<file path="src/inc/ecsm_pkg.sv">
// Package for the exception cause and shadow set map block
package ecsm_pkg;
    localparam int NUM_VEC      = 8;
    localparam int SS_W         = 4;
    localparam int VEC_W        = 3;
    localparam int CODE_W       = 5;
    localparam int CE_W         = 2;
    localparam int HW_IRQ_W     = 6;
    localparam int SW_IRQ_W     = 2;
    localparam int REQUESTED_PRIORITY_LEVEL_W       = 6;

    // Cause bit positions
    localparam int CAUSE_DS_BIT   = 31;
    localparam int CAUSE_TI_BIT   = 30;
    localparam int CAUSE_CE_LO    = 28;
    localparam int CAUSE_STOP_BIT = 27;
    localparam int CAUSE_PCI_BIT  = 26;
    localparam int CAUSE_IV_BIT   = 23;
    localparam int CAUSE_WD_BIT   = 22;
    localparam int CAUSE_IP_LO    = 10;
    localparam int CAUSE_SW_LO    = 8;
    localparam int CAUSE_CODE_LO  = 2;

    localparam logic [31:0] MAP_RESET = 32'h00000000;

    // Register selectors on the coprocessor access port
    typedef enum logic [0:0] {
        ECSM_SEL_MAP,
        ECSM_SEL_CAUSE
    } ecsm_sel_e;

    // Exception codes
    localparam logic [4:0] EXC_INT    = 5'h00;
    localparam logic [4:0] EXC_MOD    = 5'h01;
    localparam logic [4:0] EXC_TLB_LD = 5'h02;
    localparam logic [4:0] EXC_TLB_ST = 5'h03;
    localparam logic [4:0] EXC_ADR_LD = 5'h04;
    localparam logic [4:0] EXC_ADR_ST = 5'h05;
    localparam logic [4:0] EXC_BUS_I  = 5'h06;
    localparam logic [4:0] EXC_BUS_D  = 5'h07;
    localparam logic [4:0] EXC_SYSC   = 5'h08;
    localparam logic [4:0] EXC_BRK    = 5'h09;
    localparam logic [4:0] EXC_RSVD   = 5'h0a;
    localparam logic [4:0] EXC_CPUN   = 5'h0b;
    localparam logic [4:0] EXC_OVF    = 5'h0c;
    localparam logic [4:0] EXC_TRAP   = 5'h0d;
    localparam logic [4:0] EXC_FPE    = 5'h0f;
    localparam logic [4:0] EXC_WATCH  = 5'h17;
    localparam logic [4:0] EXC_MCHK   = 5'h18;

    // Interrupt entry offsets
    localparam logic [11:0] VEC_GENERAL = 12'h180;
    localparam logic [11:0] VEC_SPECIAL = 12'h200;
endpackage

</file>
<file path="src/verilog/ecsm_map_lookup.sv">
// Combinational shadow set lookup from the vector map
module ecsm_map_lookup
    import ecsm_pkg::*;
(
    input  wire logic [31:0]              map,
    input  wire logic [ecsm_pkg::VEC_W-1:0] vec,
    output logic      [ecsm_pkg::SS_W-1:0]  set
);
    logic [SS_W-1:0] field [NUM_VEC];

    genvar i;
    generate
        for (i = 0; i < NUM_VEC; i++)
        begin : g_field
            assign field[i] = map[i*SS_W +: SS_W]; // [RL3]
        end
    endgenerate

    assign set = field[vec]; // [RL25]
endmodule

</file>
<file path="src/verilog/ecsm_top.sv">
// Exception cause register and vector shadow set map
// What this block does
// RL1: Map register holds eight 4-bit shadow set fields, one per vector 0-7.
// RL2: Non-interrupts or non-vectored interrupts use the exception shadow set instead.
// RL3: Vector n occupies map bits 4n+3 down to 4n.
// RL4: All map fields are read/write and reset to zero.
// RL5: Many vectors may share one shadow set; no uniqueness check.
// RL6: Software avoids map access when highest shadow set is zero.
// RL7: Software never writes a map field above the highest shadow set.
// RL8: Only soft requests, count stop, vector select, deferred watch take writes.
// RL9: In controller mode bits 15..10 show requested priority level, zero none.
// RL10: Bit 31 records delay slot, updated only when exception level clear.
// RL11: Bit 30 shows timer interrupt pending.
// RL12: Bits 29..28 load referenced coprocessor unit on every exception.
// RL13: Bit 27 resets zero; when set the cycle counter stops.
// RL14: Bit 26 shows performance interrupt pending, zero when counters absent.
// RL15: Bit 23 selects interrupt offset 0x180 or 0x200.
// RL16: Bit 22 set on deferred watch; watch raised once both levels clear.
// RL17: Software avoids writing 1 to deferred watch bit while it reads 0.
// RL18: Without watch registers the deferred watch bit reads zero.
// RL19: Outside controller mode bits 15..10 show hardware interrupts 5..0.
// RL20: Bits 9..8 request soft interrupts and are exported to the controller.
// RL21: Bits 6..2 load the exception code on each exception; read-only.
// RL22: Reserved cause bits ignore writes and read zero.
// RL23: Exception codes use the standard encoding table.
// RL24: Vectored interrupt shadow set from map, or controller set in controller mode.
// RL25: Map lookup by vector index is combinational to the sequencer; next_shadow_set is registered, one cycle later.
module ecsm_top
    import ecsm_pkg::*;
#(
    parameter bit WATCH_PRESENT   = 1'b1,
    parameter bit PERF_PRESENT    = 1'b1,
    parameter bit EXT_CTRL_PRESENT = 1'b1
)
(
    input  wire logic                       clk,
    input  wire logic                       rst,
    // Coprocessor register access port
    input  wire logic                       reg_wr,
    input  wire logic                       reg_rd,
    input  wire logic                       reg_sel,
    input  wire logic [31:0]                reg_wdata,
    output logic      [31:0]                reg_rdata,
    // Configuration state from neighbouring registers
    input  wire logic                       external_irq_controller_mode,
    input  wire logic                       vectored_irq_present,
    input  wire logic [4:0]                 vector_spacing,
    input  wire logic                       exception_level,
    input  wire logic                       error_level,
    input  wire logic                       boot_vectors,
    input  wire logic [ecsm_pkg::SS_W-1:0]  exception_shadow_set,
    input  wire logic [ecsm_pkg::SS_W-1:0]  ext_ctrl_shadow_set,
    // Exception event from the sequencer
    input  wire logic                       exc_take,
    input  wire logic                       exc_is_irq,
    input  wire logic [ecsm_pkg::CODE_W-1:0] exc_code,
    input  wire logic                       exc_in_delay_slot,
    input  wire logic [ecsm_pkg::CE_W-1:0]  exc_cop_unit,
    input  wire logic [ecsm_pkg::VEC_W-1:0] irq_vector,
    // Interrupt sources, synchronous to clk
    input  wire logic [ecsm_pkg::HW_IRQ_W-1:0] hw_irq,
    input  wire logic [ecsm_pkg::REQUESTED_PRIORITY_LEVEL_W-1:0]   ext_requested_priority_level,
    input  wire logic                       timer_irq,
    input  wire logic                       perf_irq,
    input  wire logic                       watch_match,
    // Results
    output logic [ecsm_pkg::SS_W-1:0]       next_shadow_set,
    output logic [11:0]                     irq_entry_offset,
    output logic                            count_stop,
    output logic [ecsm_pkg::SW_IRQ_W-1:0]   sw_irq_request,
    output logic                            watch_exc_req
);
    logic [31:0]            vector_shadow_set_map;
    logic [31:0]            next_map;
    logic                   delay_slot_flag;
    logic                   next_delay_slot_flag;
    logic [CE_W-1:0]        cop_unit;
    logic [CE_W-1:0]        next_cop_unit;
    logic                   stop_bit;
    logic                   next_stop_bit;
    logic                   irq_vector_select;
    logic                   next_irq_vector_select;
    logic                   watch_deferred;
    logic                   next_watch_deferred;
    logic [SW_IRQ_W-1:0]    sw_req;
    logic [SW_IRQ_W-1:0]    next_sw_req;
    logic [CODE_W-1:0]      exception_code;
    logic [CODE_W-1:0]      next_exception_code;
    logic [HW_IRQ_W-1:0]    hw_irq_pending;
    logic [HW_IRQ_W-1:0]    next_hw_irq_pending;
    logic                   timer_irq_pending;
    logic                   perf_pending;
    logic [31:0]            cause_value;
    logic [31:0]            next_rdata;
    logic [SS_W-1:0]        map_set;
    logic [SS_W-1:0]        next_set;
    logic [11:0]            next_offset;
    logic                   next_watch_req;
    logic                   wr_map;
    logic                   wr_cause;
    logic                   levels_clear;
    logic                   vectored_irq;
    logic                   ctrl_irq;
    logic                   map_irq;

    // Lookup stays combinational, but next_shadow_set shows the set one cycle after it is asked for
    ecsm_map_lookup u_lookup
    (
        .map (vector_shadow_set_map),
        .vec (irq_vector),
        .set (map_set)
    );

    assign wr_map       = reg_wr && (reg_sel == ECSM_SEL_MAP);
    assign wr_cause     = reg_wr && (reg_sel == ECSM_SEL_CAUSE);
    assign levels_clear = !exception_level && !error_level;

    // Interrupt routing for the shadow set choice
    assign vectored_irq = exc_is_irq && irq_vector_select;
    assign ctrl_irq     = vectored_irq && EXT_CTRL_PRESENT && external_irq_controller_mode;
    assign map_irq      = vectored_irq && vectored_irq_present && (vector_spacing != '0);

    // Register state
    always_comb
    begin
        next_map               = vector_shadow_set_map;
        next_delay_slot_flag   = delay_slot_flag;
        next_cop_unit          = cop_unit;
        next_exception_code    = exception_code;
        next_stop_bit          = stop_bit;
        next_irq_vector_select = irq_vector_select;
        next_sw_req            = sw_req;
        next_watch_deferred    = watch_deferred;
        if (wr_map)
        begin
            // Fields are stored as written; no range or uniqueness check
            next_map = reg_wdata; // [RL1] [RL4] [RL5]
        end
        if (wr_cause)
        begin
            // Only the writable fields are taken [RL8] [RL22]
            next_stop_bit          = reg_wdata[CAUSE_STOP_BIT]; // [RL13]
            next_irq_vector_select = reg_wdata[CAUSE_IV_BIT]; // [RL15]
            next_sw_req            = reg_wdata[CAUSE_SW_LO +: SW_IRQ_W]; // [RL20]
            next_watch_deferred    = reg_wdata[CAUSE_WD_BIT];
        end
        if (exc_take)
        begin
            if (!exception_level)
            begin
                next_delay_slot_flag = exc_in_delay_slot; // [RL10]
            end
            next_cop_unit       = exc_cop_unit; // [RL12]
            next_exception_code = exc_code; // [RL21] [RL23]
            // Taking the watch exception itself consumes nothing; handler clears
        end
        // Hardware set wins over a software clear in the same cycle
        if (watch_match && !levels_clear)
        begin
            next_watch_deferred = 1'b1; // [RL16]
        end
        if (!WATCH_PRESENT)
        begin
            next_watch_deferred = 1'b0; // [RL18]
        end
    end

    always_ff @(posedge clk or posedge rst)
    begin
        if (rst)
        begin
            // Fields the hardware leaves undefined start at zero for repeatable reads
            vector_shadow_set_map <= MAP_RESET; // [RL4]
            delay_slot_flag       <= 1'b0;
            cop_unit              <= '0;
            exception_code        <= '0;
            stop_bit              <= 1'b0; // [RL13]
            irq_vector_select     <= 1'b0;
            sw_req                <= '0;
            watch_deferred        <= 1'b0;
        end
        else
        begin
            vector_shadow_set_map <= next_map;
            delay_slot_flag       <= next_delay_slot_flag;
            cop_unit              <= next_cop_unit;
            exception_code        <= next_exception_code;
            stop_bit              <= next_stop_bit;
            irq_vector_select     <= next_irq_vector_select;
            sw_req                <= next_sw_req;
            watch_deferred        <= next_watch_deferred;
        end
    end

    // Interrupt pending view, merging timer and performance into the top line
    // Sources share this clock, so one register stage is enough
    always_comb
    begin
        next_hw_irq_pending = hw_irq; // [RL19]
        next_hw_irq_pending[HW_IRQ_W-1] = hw_irq[HW_IRQ_W-1] | timer_irq
            | (PERF_PRESENT & perf_irq);
    end

    always_ff @(posedge clk or posedge rst)
    begin
        if (rst)
        begin
            hw_irq_pending    <= '0;
            timer_irq_pending <= 1'b0;
            perf_pending      <= 1'b0;
        end
        else
        begin
            hw_irq_pending    <= next_hw_irq_pending;
            timer_irq_pending <= timer_irq; // [RL11]
            perf_pending      <= PERF_PRESENT & perf_irq; // [RL14]
        end
    end

    // Read value; reserved bits stay zero
    always_comb
    begin
        cause_value = '0; // [RL22]
        cause_value[CAUSE_DS_BIT]   = delay_slot_flag;
        cause_value[CAUSE_TI_BIT]   = timer_irq_pending;
        cause_value[CAUSE_CE_LO +: CE_W] = cop_unit;
        cause_value[CAUSE_STOP_BIT] = stop_bit;
        cause_value[CAUSE_PCI_BIT]  = perf_pending;
        cause_value[CAUSE_IV_BIT]   = irq_vector_select;
        cause_value[CAUSE_WD_BIT]   = watch_deferred;
        if (EXT_CTRL_PRESENT && external_irq_controller_mode)
        begin
            cause_value[CAUSE_IP_LO +: REQUESTED_PRIORITY_LEVEL_W] = ext_requested_priority_level; // [RL9]
        end
        else
        begin
            cause_value[CAUSE_IP_LO +: HW_IRQ_W] = hw_irq_pending; // [RL19]
        end
        cause_value[CAUSE_SW_LO +: SW_IRQ_W]  = sw_req;
        cause_value[CAUSE_CODE_LO +: CODE_W] = exception_code;
    end

    // Read data is registered so software sees a flop, at one cycle of latency
    always_comb
    begin
        next_rdata = reg_rdata;
        if (reg_rd)
        begin
            if (reg_sel == ECSM_SEL_MAP)
            begin
                next_rdata = vector_shadow_set_map;
            end
            else
            begin
                next_rdata = cause_value;
            end
        end
    end

    // Results for the sequencer, one cycle behind their inputs
    always_comb
    begin
        // Shadow set source selection
        if (ctrl_irq)
        begin
            next_set = ext_ctrl_shadow_set; // [RL24]
        end
        else if (map_irq)
        begin
            next_set = map_set; // [RL24] [RL25]
        end
        else
        begin
            next_set = exception_shadow_set; // [RL2]
        end
        // Boot vectors only affect base, not the offset choice
        next_offset = next_irq_vector_select ? VEC_SPECIAL : VEC_GENERAL; // [RL15]
        next_watch_req = next_watch_deferred && levels_clear && !boot_vectors
            || next_watch_deferred && levels_clear; // [RL16]
    end

    always_ff @(posedge clk or posedge rst)
    begin
        if (rst)
        begin
            reg_rdata        <= '0;
            next_shadow_set  <= '0;
            irq_entry_offset <= VEC_GENERAL;
            count_stop       <= 1'b0;
            sw_irq_request   <= '0;
            watch_exc_req    <= 1'b0;
        end
        else
        begin
            reg_rdata        <= next_rdata;
            next_shadow_set  <= next_set;
            irq_entry_offset <= next_offset;
            // Taken from the same next value as bit 27, so the two never differ
            count_stop       <= next_stop_bit; // [RL13]
            sw_irq_request   <= next_sw_req; // [RL20]
            watch_exc_req    <= next_watch_req; // [RL16]
        end
    end
endmodule

</file>
<file path="config.mk">
export PLATFORM = sky130hd
export DESIGN_NAME = ecsm_top
export DESIGN_NICKNAME = d
export VERILOG_FILES = /design/src/inc/ecsm_pkg.sv /design/src/verilog/ecsm_map_lookup.sv /design/src/verilog/ecsm_top.sv
export SDC_FILE = /design/constraint.sdc
export NUM_CORES = 1
export LEC_CHECK = 0
export BUFFER_PORTS_ARGS = -buffer_cell sky130_fd_sc_hd__buf_4
export CORE_MARGIN = 4
export CORE_UTILIZATION = 54
export DETAILED_ROUTE_END_ITERATION = 6
export GPL_ROUTABILITY_DRIVEN = 0
export PLACE_DENSITY_LB_ADDON = 0.1
export SYNTH_ARGS = -nofsm -noshare
export SYNTH_HDL_FRONTEND = slang
export SYNTH_SLANG_ARGS = --single-unit
</file>
<file path="constraint.sdc">
create_clock -name clk -period 5.1 [get_ports clk]
set_clock_uncertainty 0.2 [all_clocks]
set_input_delay 1.02 -clock clk [delete_from_list [all_inputs] [get_ports clk]]
set_output_delay 1.02 -clock clk [all_outputs]
set_load 0.02 [all_outputs]
</file>
# Word-level counts from Yosys, hierarchy flattened
# Cells that the tools add are included.
# totals
reg_bits	100
output_inout_bits	52
# classes
bitwise_logic	5
n_reduce_logical	17
muxes	11
order_cmp	1
# ops
op	count
2-to-1 mux 32 bit	1
2-to-1 mux 4 bit	4
binary-select mux 4 bit (select 3 bit)	1
logical AND 1 bit	10
2-to-1 mux 10 bit	1
2-to-1 mux 6 bit	1
nonzero test 5 bit	1
greater-or-equal comparator 4 bit (second input constant)	1
zero test 1 bit	4
NOT 3 -> 4 bit	1
2-to-1 mux 1 bit	3
NOT 1 bit	2
OR 1 bit	2
AND reduction 2 bit	1
logical OR 1 bit	1

# Logic depth before layout (Yosys ltp)
# depth
ltp_word	8
ltp_mapped	5
mapped_depth_nobuf	4

# By module
# A second synthesis with hierarchy kept.
# unflattened
hier_cells	308
hier_area_um2	3995.1
# modules_own_cells
mod	n_inst	area_per_inst_um2	cells_each
ecsm_top	1	3724.8	294
ecsm_map_lookup	1	270.3	14

# Least setup slack after synthesis
# OpenSTA, ideal clock, no wires.
# synth_path
kind	in2reg
from	in irq_vector[2] (netlist name)
to	reg next_shadow_set[1] (netlist name)
arrival_ns	2.091
required_ns	4.771
setup_slack_ns	2.679
setup_ns	0.129
cell_stages	5
n_path_buf	1
path_cell_list	buf_6 > mux4_1 > mux2_2 > mux2i_1 > o21ai_1
# synth_via
elab_chain_cells	6
# synth_lines
element	line_no	rtl
from (decl)	ecsm_top.sv:59	input wire logic [ecsm_pkg::VEC_W-1:0] irq_vector,
NOT 3 -> 4 bit (not written as such)	ecsm_map_lookup.sv:19	assign set = field[vec];
binary-select mux 4 bit (select 3 bit)	ecsm_map_lookup.sv:19	
2-to-1 mux 4 bit (not written as such) (2 in a row)	ecsm_map_lookup.sv:19	
2-to-1 mux 4 bit	ecsm_top.sv:268	else if (map_irq)
2-to-1 mux 4 bit	ecsm_top.sv:264	if (ctrl_irq)
net next_set[1]	ecsm_top.sv:96	logic [SS_W-1:0] next_set;
to (signal assigned)	ecsm_top.sv:296	next_shadow_set <= next_set;
to (decl)	ecsm_top.sv:67	output logic [ecsm_pkg::SS_W-1:0] next_shadow_set,
# The timed path passes the listed nets, and every way through them passes these cells. The select of a mux whose other input is x is not followed.
# A chain may end at the register's enable or synchronous reset.

# Final worst setup path
# layout_path
from	in reg_sel
to	reg vector_shadow_set_map[21]
# layout_via
elab_chain_cells	2
# layout_lines
element	line_no	rtl
from (decl)	ecsm_top.sv:41	input wire logic reg_sel,
NOT 1 bit	n/a	
logical AND 1 bit	ecsm_top.sv:114	assign wr_map = reg_wr && (reg_sel == ECSM_SEL_MAP);
to (signal assigned)	ecsm_top.sv:184	vector_shadow_set_map <= next_map;
to (decl)	ecsm_top.sv:73	logic [31:0] vector_shadow_set_map;
# Every way passes these cells.

==> summary.txt <==
Run status
  – Status: complete, no violations

Route
  – DRT met1 WL: 3890 um
  – Mean routed wirelength per cell: 16.8 um
  – Max Used Layer: met4
  – Antenna violation net count after detailed routing: 0
  – Via count: between 2000 and 3000
  – Final wirelength: 8810 um
  – Met3 WL: 612 um
  – DR pass1 iterations: 4
  – Metal2 WL: 4210 um
  – Via density: 5.14
  – DRC viols: 0
  – DRT iter0 DRCs: 64

Setup path
  – Crit path kind: input port to register
  – Crit-path max FO: 33
  – Reg2reg path depth: 4
  – Worst path cell trace: buf_4 > nor2b_4 > mux2_2
  – Delay of the slowest cell on the worst path: between 0.7 and 0.8 ns
  – Critical Path RT: 5.12 ns
  – CP Data Arrival Time: 2.47 ns
  – CP Depth: 3
  – Slowest-stage cell, CP: nor2b_4
  – Critical path buffer and inverter count: 1
  – Delay-heaviest family, CP: simple AND/OR/NAND/NOR gates
  – Worst setup EP type: register
  – CP startpoint kind: input port

Yosys
  – Post-synth top flop: dfrtp_1
  – Netlist Area Pre-Place: ~4000 um2
  – Top-area cell type share of the netlist area: 0.562
  – Commonest cells in the netlist: dfrtp_1, mux2_2, mux2i_1
  – Post-synthesis register bit count: 91
  – Synth area leaders: dfrtp_1, mux2_2, mux2i_1
  – Mapped Cells: about 310
  – Cell taking the most area after synthesis: dfrtp_1
  – Cell with the most instances after synthesis: dfrtp_1
  – Number of synthesized flops with an enable pin: 0
  – Post-synthesis async set-or-reset flop share: 1.00
  – Ys Warns: 0
  – Syn_area_per_cell: 13.0 um2
  – Register area share after synthesis: 0.569
  – Synth unique cells: 24

Clocking
  – Sink Count: 91
  – Cts bufs inserted: 9
  – H-tree levels: 3
  – Clock slew at reported path FFs: 0.09 ns
  – Hold Buf Count CTS: 0
  – CTS resizes: 0
  – Post-CTS setup repair buffer count: 0
  – Clock buffer depth: 2
  – Clock Latency Late Sink: 0.35 ns
  – Root buffer cell: clkbuf_8
  – CTS tree: done

Layout
  – Layout filler cell count: around 540
  – Share of layout cells above drive strength 1: 0.464
  – Area grow syn2layout: 28.0%
  – Diode count: 0
  – Final instance area: 5130 um2
  – Final net count: 503

Hold path
  – Hold path cells: 2
  – Tightest Hold Check Type: register to register

Timing
  – Fin crit share: 0.481
  – Slew Viols, Final: 0
  – Slew @ Worst Pin: 0.903 ns
  – Final setup violation count: 0
  – Setup tns final: 0 ns
  – Hold Fails Final Rpt: 0
  – Fin crit period: 2.45 ns
  – RSZ-0062 raised after global routing: no
  – Rel. slew slack: 0.397
  – Max Clk Rate: roughly 410 MHz

Global routing
  – Initial antenna violation count: 0
  – First-pass GRT wire length: between 10000 and 15000 um
  – Number of global-route vias before repair: 2729
  – Total grt overflow: 0
  – Largest net degree at the start of global routing: 52
  – Gr usage total: 0.206

Power and ir drop
  – LEAKAGE: 2.44 nW
  – Pwr/cell area: 350 nW/um2
  – Worst VDD drop: 235 uV
  – Total power: 0.00180 W

Floorplan
  – IO Count: 135
  – Die Wd: about 94 um
  – Cell row count: 31
  – Area of the die: 8860 um2
  – Core Footprint: 7210 um2
  – Initial Utilization: 0.555
  – Die Height: 94.1 um

Placement
  – Post-DP HPWL: 6530 um
  – Post-DP Area: 4910 um2
  – PortBufs: 124

Flow run
  – # Max-Cap Violations: 0
==> logic make-up (layout without fill, tap and decap cells) <==
family,Yosys count,in the layout,share of synthesized area
other,1,9,0.000936
muxes,88,88,0.269
AOI/OAI and AO/OA,38,38,0.0537
DFF,91,91,0.569
and+or+nand+nor,45,45,0.0475
buffers and inverters,46,154,0.0606
==> per-layer routing <==
layer | vias to the layer above | track usage
met1 | 1312 | 0.279
li1 | 1278 | -
met5 | - | 0
met3 | 8 | 0.0481
met4 | 0 | 0.0686
met2 | 97 | 0.330
==> worst paths after layout <==
path / start / to / slack (ns)
max: reg_sel / vector_shadow_set_map[21] / 2.65
min: vector_shadow_set_map[19] / reg_rdata[19] / 0.32
max reg2reg: vector_shadow_set_map[12] / next_shadow_set[0] / 3.30
min reg2reg: vector_shadow_set_map[19] / reg_rdata[19] / 0.32
max in group asynchronous: rst / vector_shadow_set_map[0] / 3.04
min in group asynchronous: rst / next_shadow_set[0] / 0.55
==> worst register-to-register path, cell delays in order, from the launching register on <==
cell,delay (ns)
dfrtp_1,0.42
mux4_1,0.57
mux2_2,0.31
mux2i_1,0.13
o21ai_1,0.07
==> through the flow <==
stage                     setup slack [ns]   util  hold slack [ns]  cells
after floorplan                       1.52      -            0.259    317
after global placement                2.27  0.681            0.280    508
after detailed placement              2.26  0.681            0.298    508
after CTS                             2.62  0.711            0.319    524
after global routing                  2.57  0.711            0.330    524
final                                 2.65  0.711            0.316    524
==> placed cells by master, fill, tap and decap left out <==
cell type	n
or4_4	1
nor2b_4	1
clkinv_2	2
o21ai_0	9
and3_1	1
clkbuf_1	1
dfstp_2	1
dfrtp_1	90
inv_6	1
o21ai_1	4
nor2b_1	2
or3_1	1
mux4_1	8
bufinv_16	2
nor2_1	21
nand2_1	17
inv_1	12
buf_4	125
a21oi_1	21
clkinvlp_4	2
clkbuf_8	9
mux2_2	52
o22ai_1	3
mux2i_1	27
conb_1	9
o2111ai_4	1
mux2_1	1
nor3_1	1
==> layout make-up <==
class | count | area, um2 | area share
Clock buffer | 10 | 128 | 0.0249
Clock inverter | 6 | 88.8 | 0.0173
Inverter | 13 | 50.0 | 0.00975
Multi-Input combinational cell | 180 | 1520 | 0.297
Sequential cell | 91 | 2280 | 0.444
Tap cell | 99 | 124 | 0.0241
Timing Repair Buffer | 125 | 938 | 0.183
==> where the power goes <==
part | total [W] | switching (W) | internal, W | leakage, nW
logic | 0.000385 | 0.000184 | 0.000201 | 1.27
clock network | 0.000531 | 0.000254 | 0.000277 | 0.103
registers | 0.000880 | 0.0000638 | 0.000816 | 1.07
total | 0.00180 | 0.000502 | 0.00129 | 2.44
==> state kept, by name, summed over array words and instances (netlist names), 2 cells and up <==
name / flops
irq_entry_offset: 2
vector_shadow_set_map: 32
exception_code: 5
reg_rdata: 32
cop_unit: 2
hw_irq_pending: 6
sw_irq_request: 2
next_shadow_set: 4
Note: power is estimated with default switching activity, not from simulation.
